==> src/encres_pkg.sv <==
package encres_pkg;
  localparam logic [31:0] resume_leaf = 32'h0000_0003;
  localparam int addr_w = 8;
  localparam logic [7:0] off_ctrl     = 8'h00;
  localparam logic [7:0] off_leaf     = 8'h04;
  localparam logic [7:0] off_tcs_addr = 8'h08;
  localparam logic [7:0] off_aep_in   = 8'h0c;
  localparam logic [7:0] off_tcs_flg  = 8'h10;
  localparam logic [7:0] off_tcs_stat = 8'h14;
  localparam logic [7:0] off_fs_ofs   = 8'h18;
  localparam logic [7:0] off_gs_ofs   = 8'h1c;
  localparam logic [7:0] off_fs_lim   = 8'h20;
  localparam logic [7:0] off_gs_lim   = 8'h24;
  localparam logic [7:0] off_enclave_control_struct_bas = 8'h28;
  localparam logic [7:0] off_ds_lim   = 8'h2c;
  localparam logic [7:0] off_seg_nz   = 8'h30;
  localparam logic [7:0] off_feature_request_mask     = 8'h34;
  localparam logic [7:0] off_ext_control_reg_zero     = 8'h38;
  localparam logic [7:0] off_xs_bv    = 8'h3c;
  localparam logic [7:0] off_xs_rsvd  = 8'h40;
  localparam logic [7:0] off_status   = 8'h44;
  localparam logic [7:0] off_sav_ext_control_reg_zero = 8'h48;
  localparam logic [7:0] off_fs_base  = 8'h4c;
  localparam logic [7:0] off_gs_base  = 8'h50;
  localparam logic [7:0] off_tcs_aep  = 8'h54;
  localparam logic [7:0] off_pgs_hi   = 8'h58;
  // ctrl bits
  localparam int c_go      = 0;
  localparam int c_wide    = 1;
  localparam int c_osxs    = 2;
  localparam int c_xs_av   = 3;
  localparam int c_tf      = 4;
  localparam int c_flags_pop_instr    = 5;
  localparam int c_exit    = 6;
  localparam int c_anythr  = 7;
  // tcs_stat bits
  localparam int t_valid   = 0;
  localparam int t_avail   = 1;
  localparam int t_locked  = 2;
  localparam int t_wattr   = 3;
  localparam int t_ssa_ok  = 4;
  localparam int t_ssa_use = 5;
  localparam int t_fs_fit  = 6;
  // status bits
  localparam int s_busy    = 0;
  localparam int s_inside  = 1;
  localparam int s_fault   = 2;
  localparam int s_sspend  = 3;
  localparam int s_tf_sav  = 4;
  localparam int s_tf_cur  = 5;
  localparam int s_code_lo = 8;
  localparam int tcs_align_bits = 12;
  localparam logic [31:0] tcs_flag_rsvd = 32'hffff_fffe;
  localparam int flag_optin = 0;
  localparam logic [31:0] feature_request_mask_legacy = 32'h0000_0003;
  localparam int pgs_bit60 = 28;
  localparam int pgs_bit63 = 31;
  typedef enum logic [3:0] {
    encres_f_none, encres_f_leaf, encres_f_align, encres_f_flags,
    encres_f_tcs, encres_f_mode, encres_f_segbase, encres_f_fsgs,
    encres_f_feature_request_mask, encres_f_ext_control_reg_zero, encres_f_hdr, encres_f_bv, encres_f_ssa
  } encres_fault_e;
endpackage

==> src/encres_top.sv <==
// The address map and the APB register port are this design's own decisions.
`timescale 1ns/10ps
module encres_top (
  input  wire logic        pclk,
  input  wire logic        presetn,
  input  wire logic        psel,
  input  wire logic        penable,
  input  wire logic        pwrite,
  input  wire logic [7:0]  paddr,
  input  wire logic [31:0] pwdata,
  input  wire logic [3:0]  pstrb,
  output logic             pready,
  output logic [31:0]      prdata,
  output logic             pslverr,
  output logic             single_step_trap,
  output logic             code_bp_outside_off,
  output logic             bp_inside_off,
  output logic             perf_suppress,
  output logic             demote_other_threads
);
  typedef enum logic [1:0] {encres_idle, encres_check, encres_commit}
    encres_st_e;

  encres_st_e    st_ff;
  logic [31:0]   ctrl_ff;
  logic [31:0]   leaf_ff;
  logic [31:0]   tcs_addr_ff;
  logic [31:0]   aep_in_ff;
  logic [31:0]   tcs_flg_ff;
  logic [31:0]   tcs_stat_ff;
  logic [31:0]   fs_ofs_ff;
  logic [31:0]   gs_ofs_ff;
  logic [31:0]   fs_lim_ff;
  logic [31:0]   gs_lim_ff;
  logic [31:0]   enclave_control_struct_bas_ff;
  logic [31:0]   ds_lim_ff;
  logic [31:0]   seg_nz_ff;
  logic [31:0]   feature_request_mask_ff;
  logic [31:0]   ext_control_reg_zero_ff;
  logic [31:0]   xs_bv_ff;
  logic [31:0]   xs_rsvd_ff;
  logic [31:0]   sav_ext_control_reg_zero_ff;
  logic [31:0]   fs_base_ff;
  logic [31:0]   gs_base_ff;
  logic [31:0]   sav_fs_ff;
  logic [31:0]   sav_gs_ff;
  logic [31:0]   tcs_aep_ff;
  logic [31:0]   pgs_hi_ff;
  logic          inside_ff;
  logic          optout_ff;
  logic          tf_sav_ff;
  logic          tf_cur_ff;
  logic          sspend_ff;
  logic          fault_ff;
  encres_pkg::encres_fault_e code_ff;
  encres_pkg::encres_fault_e nxt_code;
  logic [31:0]   nxt_rdata;
  logic          wr_en;
  logic          rd_en;
  logic          hit;
  logic          go;
  logic          exit_ev;
  logic          flags_pop_instr_ev;
  logic          wide;

  // true when base+offset .. +limit stays inside the data segment
  function automatic logic seg_fits(input logic [31:0] ofs,
                                    input logic [31:0] lim,
                                    input logic [31:0] base,
                                    input logic [31:0] dslim);
    logic [31:0] b;
    logic [31:0] l;
    b = ofs + base;
    l = b + lim;
    if (l < b) begin
      seg_fits = (dslim == 32'hffff_ffff);
    end else begin
      seg_fits = (l <= dslim);
    end
  endfunction

  function automatic logic in_map(input logic [7:0] a);
    in_map = (a[1:0] == 2'b00) && (a <= encres_pkg::off_pgs_hi);
  endfunction

  assign pready  = 1'b1;
  assign wr_en   = psel && penable && pwrite && hit;
  assign rd_en   = psel && !penable && !pwrite;
  assign hit     = in_map(paddr);
  assign go      = wr_en && (paddr == encres_pkg::off_ctrl) &&
                   pwdata[encres_pkg::c_go] && (st_ff == encres_idle);
  assign exit_ev = wr_en && (paddr == encres_pkg::off_ctrl) &&
                   pwdata[encres_pkg::c_exit] && inside_ff;
  assign flags_pop_instr_ev = wr_en && (paddr == encres_pkg::off_ctrl) &&
                   pwdata[encres_pkg::c_flags_pop_instr];
  assign wide    = ctrl_ff[encres_pkg::c_wide];

  // inputs are frozen while a resume is in flight
  always_ff @(posedge pclk or negedge presetn) begin
    if (!presetn) begin
      ctrl_ff     <= 32'h0000_0000;
      leaf_ff     <= 32'h0000_0000;
      tcs_addr_ff <= 32'h0000_0000;
      aep_in_ff   <= 32'h0000_0000;
      tcs_flg_ff  <= 32'h0000_0000;
      tcs_stat_ff <= 32'h0000_0000;
      fs_ofs_ff   <= 32'h0000_0000;
      gs_ofs_ff   <= 32'h0000_0000;
      fs_lim_ff   <= 32'h0000_0000;
      gs_lim_ff   <= 32'h0000_0000;
      enclave_control_struct_bas_ff <= 32'h0000_0000;
      ds_lim_ff   <= 32'h0000_0000;
      seg_nz_ff   <= 32'h0000_0000;
      feature_request_mask_ff     <= 32'h0000_0000;
      ext_control_reg_zero_ff     <= 32'h0000_0000;
      xs_bv_ff    <= 32'h0000_0000;
      xs_rsvd_ff  <= 32'h0000_0000;
    end else if (wr_en && (st_ff == encres_idle)) begin
      case (paddr)
        encres_pkg::off_ctrl: begin
          ctrl_ff <= pwdata;
          // exit arrives as a control write, so the mask swap is undone here
          if (exit_ev && ctrl_ff[encres_pkg::c_osxs]) begin
            ext_control_reg_zero_ff <= sav_ext_control_reg_zero_ff;
          end
        end
        encres_pkg::off_leaf:     leaf_ff     <= pwdata;
        encres_pkg::off_tcs_addr: tcs_addr_ff <= pwdata;
        encres_pkg::off_aep_in:   aep_in_ff   <= pwdata;
        encres_pkg::off_tcs_flg:  tcs_flg_ff  <= pwdata;
        encres_pkg::off_tcs_stat: tcs_stat_ff <= pwdata;
        encres_pkg::off_fs_ofs:   fs_ofs_ff   <= pwdata;
        encres_pkg::off_gs_ofs:   gs_ofs_ff   <= pwdata;
        encres_pkg::off_fs_lim:   fs_lim_ff   <= pwdata;
        encres_pkg::off_gs_lim:   gs_lim_ff   <= pwdata;
        encres_pkg::off_enclave_control_struct_bas: enclave_control_struct_bas_ff <= pwdata;
        encres_pkg::off_ds_lim:   ds_lim_ff   <= pwdata;
        encres_pkg::off_seg_nz:   seg_nz_ff   <= pwdata;
        encres_pkg::off_feature_request_mask:     feature_request_mask_ff     <= pwdata;
        encres_pkg::off_ext_control_reg_zero: begin
          if (!inside_ff) begin
            ext_control_reg_zero_ff <= pwdata;
          end
        end
        encres_pkg::off_xs_bv:    xs_bv_ff    <= pwdata;
        encres_pkg::off_xs_rsvd:  xs_rsvd_ff  <= pwdata;
        default: ;
      endcase
    end else if (st_ff == encres_commit) begin
      if (ctrl_ff[encres_pkg::c_osxs]) begin
        ext_control_reg_zero_ff <= feature_request_mask_ff;
      end
    end
  end

  // fault priority follows the order the checks are evaluated in
  always_comb begin
    nxt_code = encres_pkg::encres_f_none;
    if (leaf_ff != encres_pkg::resume_leaf) begin
      nxt_code = encres_pkg::encres_f_leaf;
    end else if (tcs_addr_ff[encres_pkg::tcs_align_bits-1:0] != 12'h000)
    begin
      nxt_code = encres_pkg::encres_f_align;
    end else if ((tcs_flg_ff & encres_pkg::tcs_flag_rsvd) != 32'h0) begin
      nxt_code = encres_pkg::encres_f_flags;
    end else if (!tcs_stat_ff[encres_pkg::t_valid] ||
                 !tcs_stat_ff[encres_pkg::t_avail] ||
                 tcs_stat_ff[encres_pkg::t_locked]) begin
      nxt_code = encres_pkg::encres_f_tcs;
    end else if (wide != tcs_stat_ff[encres_pkg::t_wattr]) begin
      nxt_code = encres_pkg::encres_f_mode;
    end else if (!wide && (seg_nz_ff[3:0] != 4'h0)) begin
      nxt_code = encres_pkg::encres_f_segbase;
    end else if (!wide &&
                 (!seg_fits(fs_ofs_ff, fs_lim_ff, enclave_control_struct_bas_ff, ds_lim_ff) ||
                  !seg_fits(gs_ofs_ff, gs_lim_ff, enclave_control_struct_bas_ff, ds_lim_ff)))
    begin
      nxt_code = encres_pkg::encres_f_fsgs;
    end else if (ctrl_ff[encres_pkg::c_xs_av] &&
                 !ctrl_ff[encres_pkg::c_osxs] &&
                 (feature_request_mask_ff != encres_pkg::feature_request_mask_legacy)) begin
      nxt_code = encres_pkg::encres_f_feature_request_mask;
    end else if (ctrl_ff[encres_pkg::c_osxs] &&
                 ((feature_request_mask_ff & ~ext_control_reg_zero_ff) != 32'h0)) begin
      nxt_code = encres_pkg::encres_f_ext_control_reg_zero;
    end else if (xs_rsvd_ff != 32'h0) begin
      nxt_code = encres_pkg::encres_f_hdr;
    end else if ((xs_bv_ff & ~feature_request_mask_ff) != 32'h0) begin
      nxt_code = encres_pkg::encres_f_bv;
    end else if (!tcs_stat_ff[encres_pkg::t_ssa_ok] ||
                 tcs_stat_ff[encres_pkg::t_ssa_use]) begin
      nxt_code = encres_pkg::encres_f_ssa;
    end
  end

  // commit is only reached with no fault, so a fault leaves state alone
  always_ff @(posedge pclk or negedge presetn) begin
    if (!presetn) begin
      st_ff    <= encres_idle;
      fault_ff <= 1'b0;
      code_ff  <= encres_pkg::encres_f_none;
    end else begin
      case (st_ff)
        encres_idle: begin
          if (go) begin
            st_ff    <= encres_check;
            fault_ff <= 1'b0;
          end
        end
        encres_check: begin
          code_ff <= nxt_code;
          if (nxt_code != encres_pkg::encres_f_none) begin
            fault_ff <= 1'b1;
            st_ff    <= encres_idle;
          end else begin
            st_ff    <= encres_commit;
          end
        end
        encres_commit: st_ff <= encres_idle;
        default:       st_ff <= encres_idle;
      endcase
    end
  end

  // architectural swap on commit, undone on exit
  always_ff @(posedge pclk or negedge presetn) begin
    if (!presetn) begin
      inside_ff   <= 1'b0;
      optout_ff   <= 1'b0;
      sav_ext_control_reg_zero_ff <= 32'h0000_0000;
      fs_base_ff  <= 32'h0000_0000;
      gs_base_ff  <= 32'h0000_0000;
      sav_fs_ff   <= 32'h0000_0000;
      sav_gs_ff   <= 32'h0000_0000;
      tcs_aep_ff  <= 32'h0000_0000;
    end else if (st_ff == encres_commit) begin
      inside_ff   <= 1'b1;
      optout_ff   <= !tcs_flg_ff[encres_pkg::flag_optin];
      tcs_aep_ff  <= aep_in_ff;
      sav_fs_ff   <= fs_base_ff;
      sav_gs_ff   <= gs_base_ff;
      fs_base_ff  <= fs_ofs_ff + enclave_control_struct_bas_ff;
      gs_base_ff  <= gs_ofs_ff + enclave_control_struct_bas_ff;
      if (ctrl_ff[encres_pkg::c_osxs]) begin
        sav_ext_control_reg_zero_ff <= ext_control_reg_zero_ff;
      end
    end else if (exit_ev) begin
      inside_ff  <= 1'b0;
      optout_ff  <= 1'b0;
      fs_base_ff <= sav_fs_ff;
      gs_base_ff <= sav_gs_ff;
    end
  end

  // single-step flag handling
  always_ff @(posedge pclk or negedge presetn) begin
    if (!presetn) begin
      tf_cur_ff <= 1'b0;
      tf_sav_ff <= 1'b0;
    end else if (st_ff == encres_commit) begin
      if (!tcs_flg_ff[encres_pkg::flag_optin]) begin
        tf_sav_ff <= tf_cur_ff;
        tf_cur_ff <= 1'b0;
      end
    end else if (exit_ev) begin
      if (optout_ff) begin
        tf_cur_ff <= tf_sav_ff;
      end
    end else if (flags_pop_instr_ev) begin
      tf_cur_ff <= pwdata[encres_pkg::c_tf] &&
                   !(inside_ff && optout_ff);
    end
  end

  // sticky pend: a new pend in the clearing cycle wins
  always_ff @(posedge pclk or negedge presetn) begin
    if (!presetn) begin
      sspend_ff        <= 1'b0;
      single_step_trap <= 1'b0;
    end else begin
      single_step_trap <= (st_ff == encres_commit) &&
                          tcs_flg_ff[encres_pkg::flag_optin];
      if ((st_ff == encres_commit) && tcs_flg_ff[encres_pkg::flag_optin])
      begin
        sspend_ff <= 1'b1;
      end else if (wr_en && (paddr == encres_pkg::off_status) &&
                   pwdata[encres_pkg::s_sspend]) begin
        sspend_ff <= 1'b0;
      end
    end
  end

  // inside-breakpoint and perf suppression follow the entry kind; outside code breakpoints go off on every entry
  always_ff @(posedge pclk or negedge presetn) begin
    if (!presetn) begin
      code_bp_outside_off  <= 1'b0;
      bp_inside_off        <= 1'b0;
      perf_suppress        <= 1'b0;
      demote_other_threads <= 1'b0;
      pgs_hi_ff            <= 32'h0000_0000;
    end else if (st_ff == encres_commit) begin
      code_bp_outside_off <= 1'b1;
      bp_inside_off       <= !tcs_flg_ff[encres_pkg::flag_optin];
      // fixed counters one and two keep running outside this block
      perf_suppress       <= !tcs_flg_ff[encres_pkg::flag_optin];
      demote_other_threads <= !tcs_flg_ff[encres_pkg::flag_optin] &&
                              ctrl_ff[encres_pkg::c_anythr];
      if (!tcs_flg_ff[encres_pkg::flag_optin]) begin
        pgs_hi_ff[encres_pkg::pgs_bit60] <= 1'b1;
        pgs_hi_ff[encres_pkg::pgs_bit63] <= 1'b1;
      end
    end else if (exit_ev) begin
      code_bp_outside_off  <= 1'b0;
      bp_inside_off        <= 1'b0;
      perf_suppress        <= 1'b0;
      demote_other_threads <= 1'b0;
    end else if (wr_en && (paddr == encres_pkg::off_pgs_hi)) begin
      pgs_hi_ff <= pgs_hi_ff & ~pwdata;
    end
  end

  always_comb begin
    nxt_rdata = 32'h0000_0000;
    case (paddr)
      encres_pkg::off_ctrl:     nxt_rdata = ctrl_ff;
      encres_pkg::off_leaf:     nxt_rdata = leaf_ff;
      encres_pkg::off_tcs_addr: nxt_rdata = tcs_addr_ff;
      encres_pkg::off_aep_in:   nxt_rdata = aep_in_ff;
      encres_pkg::off_tcs_flg:  nxt_rdata = tcs_flg_ff;
      encres_pkg::off_tcs_stat: nxt_rdata = tcs_stat_ff;
      encres_pkg::off_fs_ofs:   nxt_rdata = fs_ofs_ff;
      encres_pkg::off_gs_ofs:   nxt_rdata = gs_ofs_ff;
      encres_pkg::off_fs_lim:   nxt_rdata = fs_lim_ff;
      encres_pkg::off_gs_lim:   nxt_rdata = gs_lim_ff;
      encres_pkg::off_enclave_control_struct_bas: nxt_rdata = enclave_control_struct_bas_ff;
      encres_pkg::off_ds_lim:   nxt_rdata = ds_lim_ff;
      encres_pkg::off_seg_nz:   nxt_rdata = seg_nz_ff;
      encres_pkg::off_feature_request_mask:     nxt_rdata = feature_request_mask_ff;
      encres_pkg::off_ext_control_reg_zero:     nxt_rdata = ext_control_reg_zero_ff;
      encres_pkg::off_xs_bv:    nxt_rdata = xs_bv_ff;
      encres_pkg::off_xs_rsvd:  nxt_rdata = xs_rsvd_ff;
      encres_pkg::off_status: begin
        nxt_rdata[encres_pkg::s_busy]   = (st_ff != encres_idle);
        nxt_rdata[encres_pkg::s_inside] = inside_ff;
        nxt_rdata[encres_pkg::s_fault]  = fault_ff;
        nxt_rdata[encres_pkg::s_sspend] = sspend_ff;
        nxt_rdata[encres_pkg::s_tf_sav] = tf_sav_ff;
        nxt_rdata[encres_pkg::s_tf_cur] = tf_cur_ff;
        nxt_rdata[encres_pkg::s_code_lo +: 4] = code_ff;
      end
      encres_pkg::off_sav_ext_control_reg_zero: nxt_rdata = sav_ext_control_reg_zero_ff;
      encres_pkg::off_fs_base:  nxt_rdata = fs_base_ff;
      encres_pkg::off_gs_base:  nxt_rdata = gs_base_ff;
      encres_pkg::off_tcs_aep:  nxt_rdata = tcs_aep_ff;
      encres_pkg::off_pgs_hi:   nxt_rdata = pgs_hi_ff;
      default:                  nxt_rdata = 32'h0000_0000;
    endcase
  end

  // read data is captured in the setup cycle so it comes from a flop
  always_ff @(posedge pclk or negedge presetn) begin
    if (!presetn) begin
      prdata  <= 32'h0000_0000;
      pslverr <= 1'b0;
    end else if (psel && !penable) begin
      prdata  <= rd_en ? nxt_rdata : 32'h0000_0000;
      pslverr <= !hit;
    end
  end
endmodule

==> config.mk <==
export PLATFORM = sky130hd
export DESIGN_NAME = encres_top
export DESIGN_NICKNAME = d
export VERILOG_FILES = /design/src/encres_pkg.sv /design/src/encres_top.sv
export SDC_FILE = /design/constraint.sdc
export NUM_CORES = 2
export LEC_CHECK = 0
export BUFFER_PORTS_ARGS = -buffer_cell sky130_fd_sc_hd__buf_4
export CAP_MARGIN = 15
export CORE_AREA = 3 3 239 358
export CTS_CLUSTER_SIZE = 12
export DETAILED_ROUTE_END_ITERATION = 16
export DIE_AREA = 0 0 242 361
export PLACE_DENSITY = 0.71
export SYNTH_ARGS = -nofsm -noshare
export SYNTH_HDL_FRONTEND = slang
export SYNTH_SLANG_ARGS = --single-unit
export TNS_END_PERCENT = 50
==> constraint.sdc <==
create_clock -name pclk -period 7.6 [get_ports pclk]
set_input_delay 1.52 -clock pclk [delete_from_list [all_inputs] [get_ports pclk]]
set_output_delay 1.52 -clock pclk [all_outputs]
set_load 0.005 [all_outputs]
==> reports/metrics.yaml <==
die:
  rows: 129
  boundaryPins: 88
  die-area_mm2: 0.0874
  coreArea_mm2: 0.0826
  fp.dieH_um: 361
  die_w_um: 242
  initial_utilization: 0.548
placement:
  place_congestion: 1.05
  io_buffers: 82
  hpwl_um: 130000
  place_inst: 5782
drt:
  drc: 0
  avgViaCountPerCell: 6.75
  vias: 40135
  post_drt_wl_per_cell_um: 31.0
  antenna_left: 0
  drtPass1Iterations: 7
  drt_iter0_drc: 4271
  routed_wl_um: 184000
global_route:
  grt_pass1_vias: 40192
  grt_pass1_wl_um: 267000
  grt-ovfl-total: 0
  antenna_found_initial: 5
  grt_max_degree: 157
  grtUsageTotal: 0.416
power_and_ir_drop:
  internal_power_w: 0.00682
  vdd_drop_max_uv: 183
  leakagePower_nw: 27.2
  p_clk_frac: 0.473
  power_switching_w: 0.00205
  seq_power_share: 0.491
  power_density_mw_per_mm2: 166
  p_comb_frac: 0.036
  swShare: 0.231
cells_and_area:
  drive_gt1_frac: 0.276
  area.growth.synth_to_final_pct: 18.2
  final_cells: 5945
  layout_commonest_cell: "dfrtp_1"
  nets: 5080
  mostFrequentLayoutCells: "dfrtp_1 (815), nand2_1 (606), buf_4 (526), mux2_2 (508), ha_1 (236)"
setup_path:
  critPathMaxFanout: 5
  cp_data_required_time_ns: 8.16
  start_kind: "flop"
  crit_top_cell: "buf_4"
  slowest_stage: "a2111oi_2"
  worstSetupPathType: "reg2reg"
  cp_slowest_stage_delay_ns: 0.48
  worst-endpoint-arrival_ns: 8.12
  worstSetupEndpointType: "flop"
timing:
  hold_viol: 0
  clock_skew_ns: 0.0240
  fin_crit_ns: 7.56
  worst_pin_slew_ns: 1.21
  slew_headroom: 0.184
  fmax_ghz: 0.132
  slew_viol_final: 0
  finalSetupViolations: 0
  finalCritPeriodShare: 0.995
  setup_tns_ns: 0
yosys:
  yosysTopAreaCellShare: 0.450
  synthArstFlopShare: 1.00
  ys_warn_count: 0
  yosysTopAreaCell: "dfrtp_1"
  syn_area_mm2: 0.0453
  synth-seq-cells: 815
  synth.net_count: 4697
  synth.distinct_cells: 79
  yosysSeqAreaShare: 0.450
  synth-edff-count: 0
  syn_inst: 4396
  avgSynthCellArea_um2: 10.3
  ys.flop_type: "dfrtp_1"
  synthTopCellsByArea: "dfrtp_1 (45%), mux2_2 (13%), ha_1 (6.8%), nand2_1 (5.0%), o21ai_0 (2.7%)"
clock_tree:
  cts.clk_slew.worst_paths_ns: 0.06
  ctsHoldBuffers: 0
  cts_buffer_depth: 3
  htree_levels: 3
  numCtsBuffers: 84
  clk_latency_ns: 0.69
  cts-root-buf: "clkbuf_16"
  clkSinkCount: 815
  cts_tree: "built"
status:
  status: "complete, no violations"
hold_path:
  hold_path_class: "reg2reg"
flow_run:
  max_cap_viol_count: 0
area by class of cell:
class / instances / area, um^2
Antenna cell: 5 / 12.5
Clock buffer: 119 / 2450
Clock inverter: 15 / 230
Fill cell: 6810 / 29100
Inverter: 165 / 619
Multi-Input combinational cell: 3167 / 24200
Sequential cell: 815 / 20400
Tap cell: 1113 / 1390
Timing Repair Buffer: 546 / 4280
what timing repair did:
item / CTS / global route
setup endpoints to repair: 6 / 6
setup buffers: 6 / 18
resized for setup: 35 / 116
pin swaps: 16 / 64
final timing paths:
path | start | end | slack [ns] | cells after the start
max in group asynchronous | presetn | fs_base_ff[18]$_DFFE_PN0N_ | 5.19 | 2
setup / recovery | enclave_control_struct_bas_ff[0]$_DFFE_PN0P_ | fault_ff$_DFFE_PN0P_ | 0.04 | 35
hold reg to reg | prdata[13]$_DFFE_PN0P_ | prdata[13]$_DFFE_PN0P_ | 0.47 | 2
setup reg to reg | enclave_control_struct_bas_ff[0]$_DFFE_PN0P_ | fault_ff$_DFFE_PN0P_ | 0.04 | 35
min in group asynchronous | presetn | tcs_stat_ff[1]$_DFFE_PN0P_ | 0.89 | 1
hold / removal | prdata[13]$_DFFE_PN0P_ | prdata[13]$_DFFE_PN0P_ | 0.47 | 2
cell usage after synthesis, drive strengths merged, types with 96 or more instances:
cell,instances
dfrtp,815
nand2,609
mux2,511
o21ai,280
ha,248
inv,165
a22oi,164
nor2,160
a21oi,153
clkbuf,151
a221oi,100
nand4,100
buf,98
a22o,96
power by group through the flow:
stage	clock network (W)	logic [W]	registers, W
floorplan	0	0.0000833	0.00443
global placement	0	0.000291	0.00443
detailed placement	0	0.000293	0.00443
CTS	0.00421	0.000300	0.00435
global route	0.00439	0.000335	0.00435
finish	0.00420	0.000315	0.00435
metrics by stage:
step / cell area [um^2] / worst slack (ns) / hold WS, ns / total power (W) / utilization
2_1_floorplan: 45300 / 0.924 / 0.442 / 0.00451 / -
3_3_place_gp: 50000 / -0.536 / 0.453 / 0.00472 / 0.605
3_5_place_dp: 50000 / -0.580 / 0.457 / 0.00473 / 0.605
4_1_cts: 52800 / 0.00341 / 0.471 / 0.00887 / 0.639
5_1_grt: 53500 / -0.143 / 0.495 / 0.00908 / 0.648
6_report: 53500 / 0.0360 / 0.468 / 0.00886 / 0.648
logic make-up (layout without fill, tap and decap cells):
group / after synthesis / count (layout) / share of synthesized area
flip-flops: 815 / 815 / 0.450
XOR/XNOR: 109 / 109 / 0.0214
other: 1 / 6 / 0.0000828
buffers and inverters: 414 / 845 / 0.0376
multiplexers: 574 / 574 / 0.141
AO/OA/AOI/OAI: 1094 / 1094 / 0.165
AND/OR/NAND/NOR: 1137 / 1137 / 0.115
adder cells (fa/ha/maj): 252 / 252 / 0.0703
critical path: cells and delay by family (launching register included):
kind,cells,cell delay (ns)
and+or+nand+nor,5,0.83
DFF,1,0.41
AOI/OAI and AO/OA,15,3.53
buffers and inverters,10,1.60
xor gates and xnor gates,1,0.22
adders and majority gates,4,0.84
metal layers:
layer	part of all wire	GRT usage	vias up
met2	0.45	0.665	2519
li1	-	-	16861
met5	0.00012	0.00218	-
met1	0.33	0.458	19799
met4	0.12	0.392	4
met3	0.096	0.0958	952
Power figures use the tool's default switching activity.
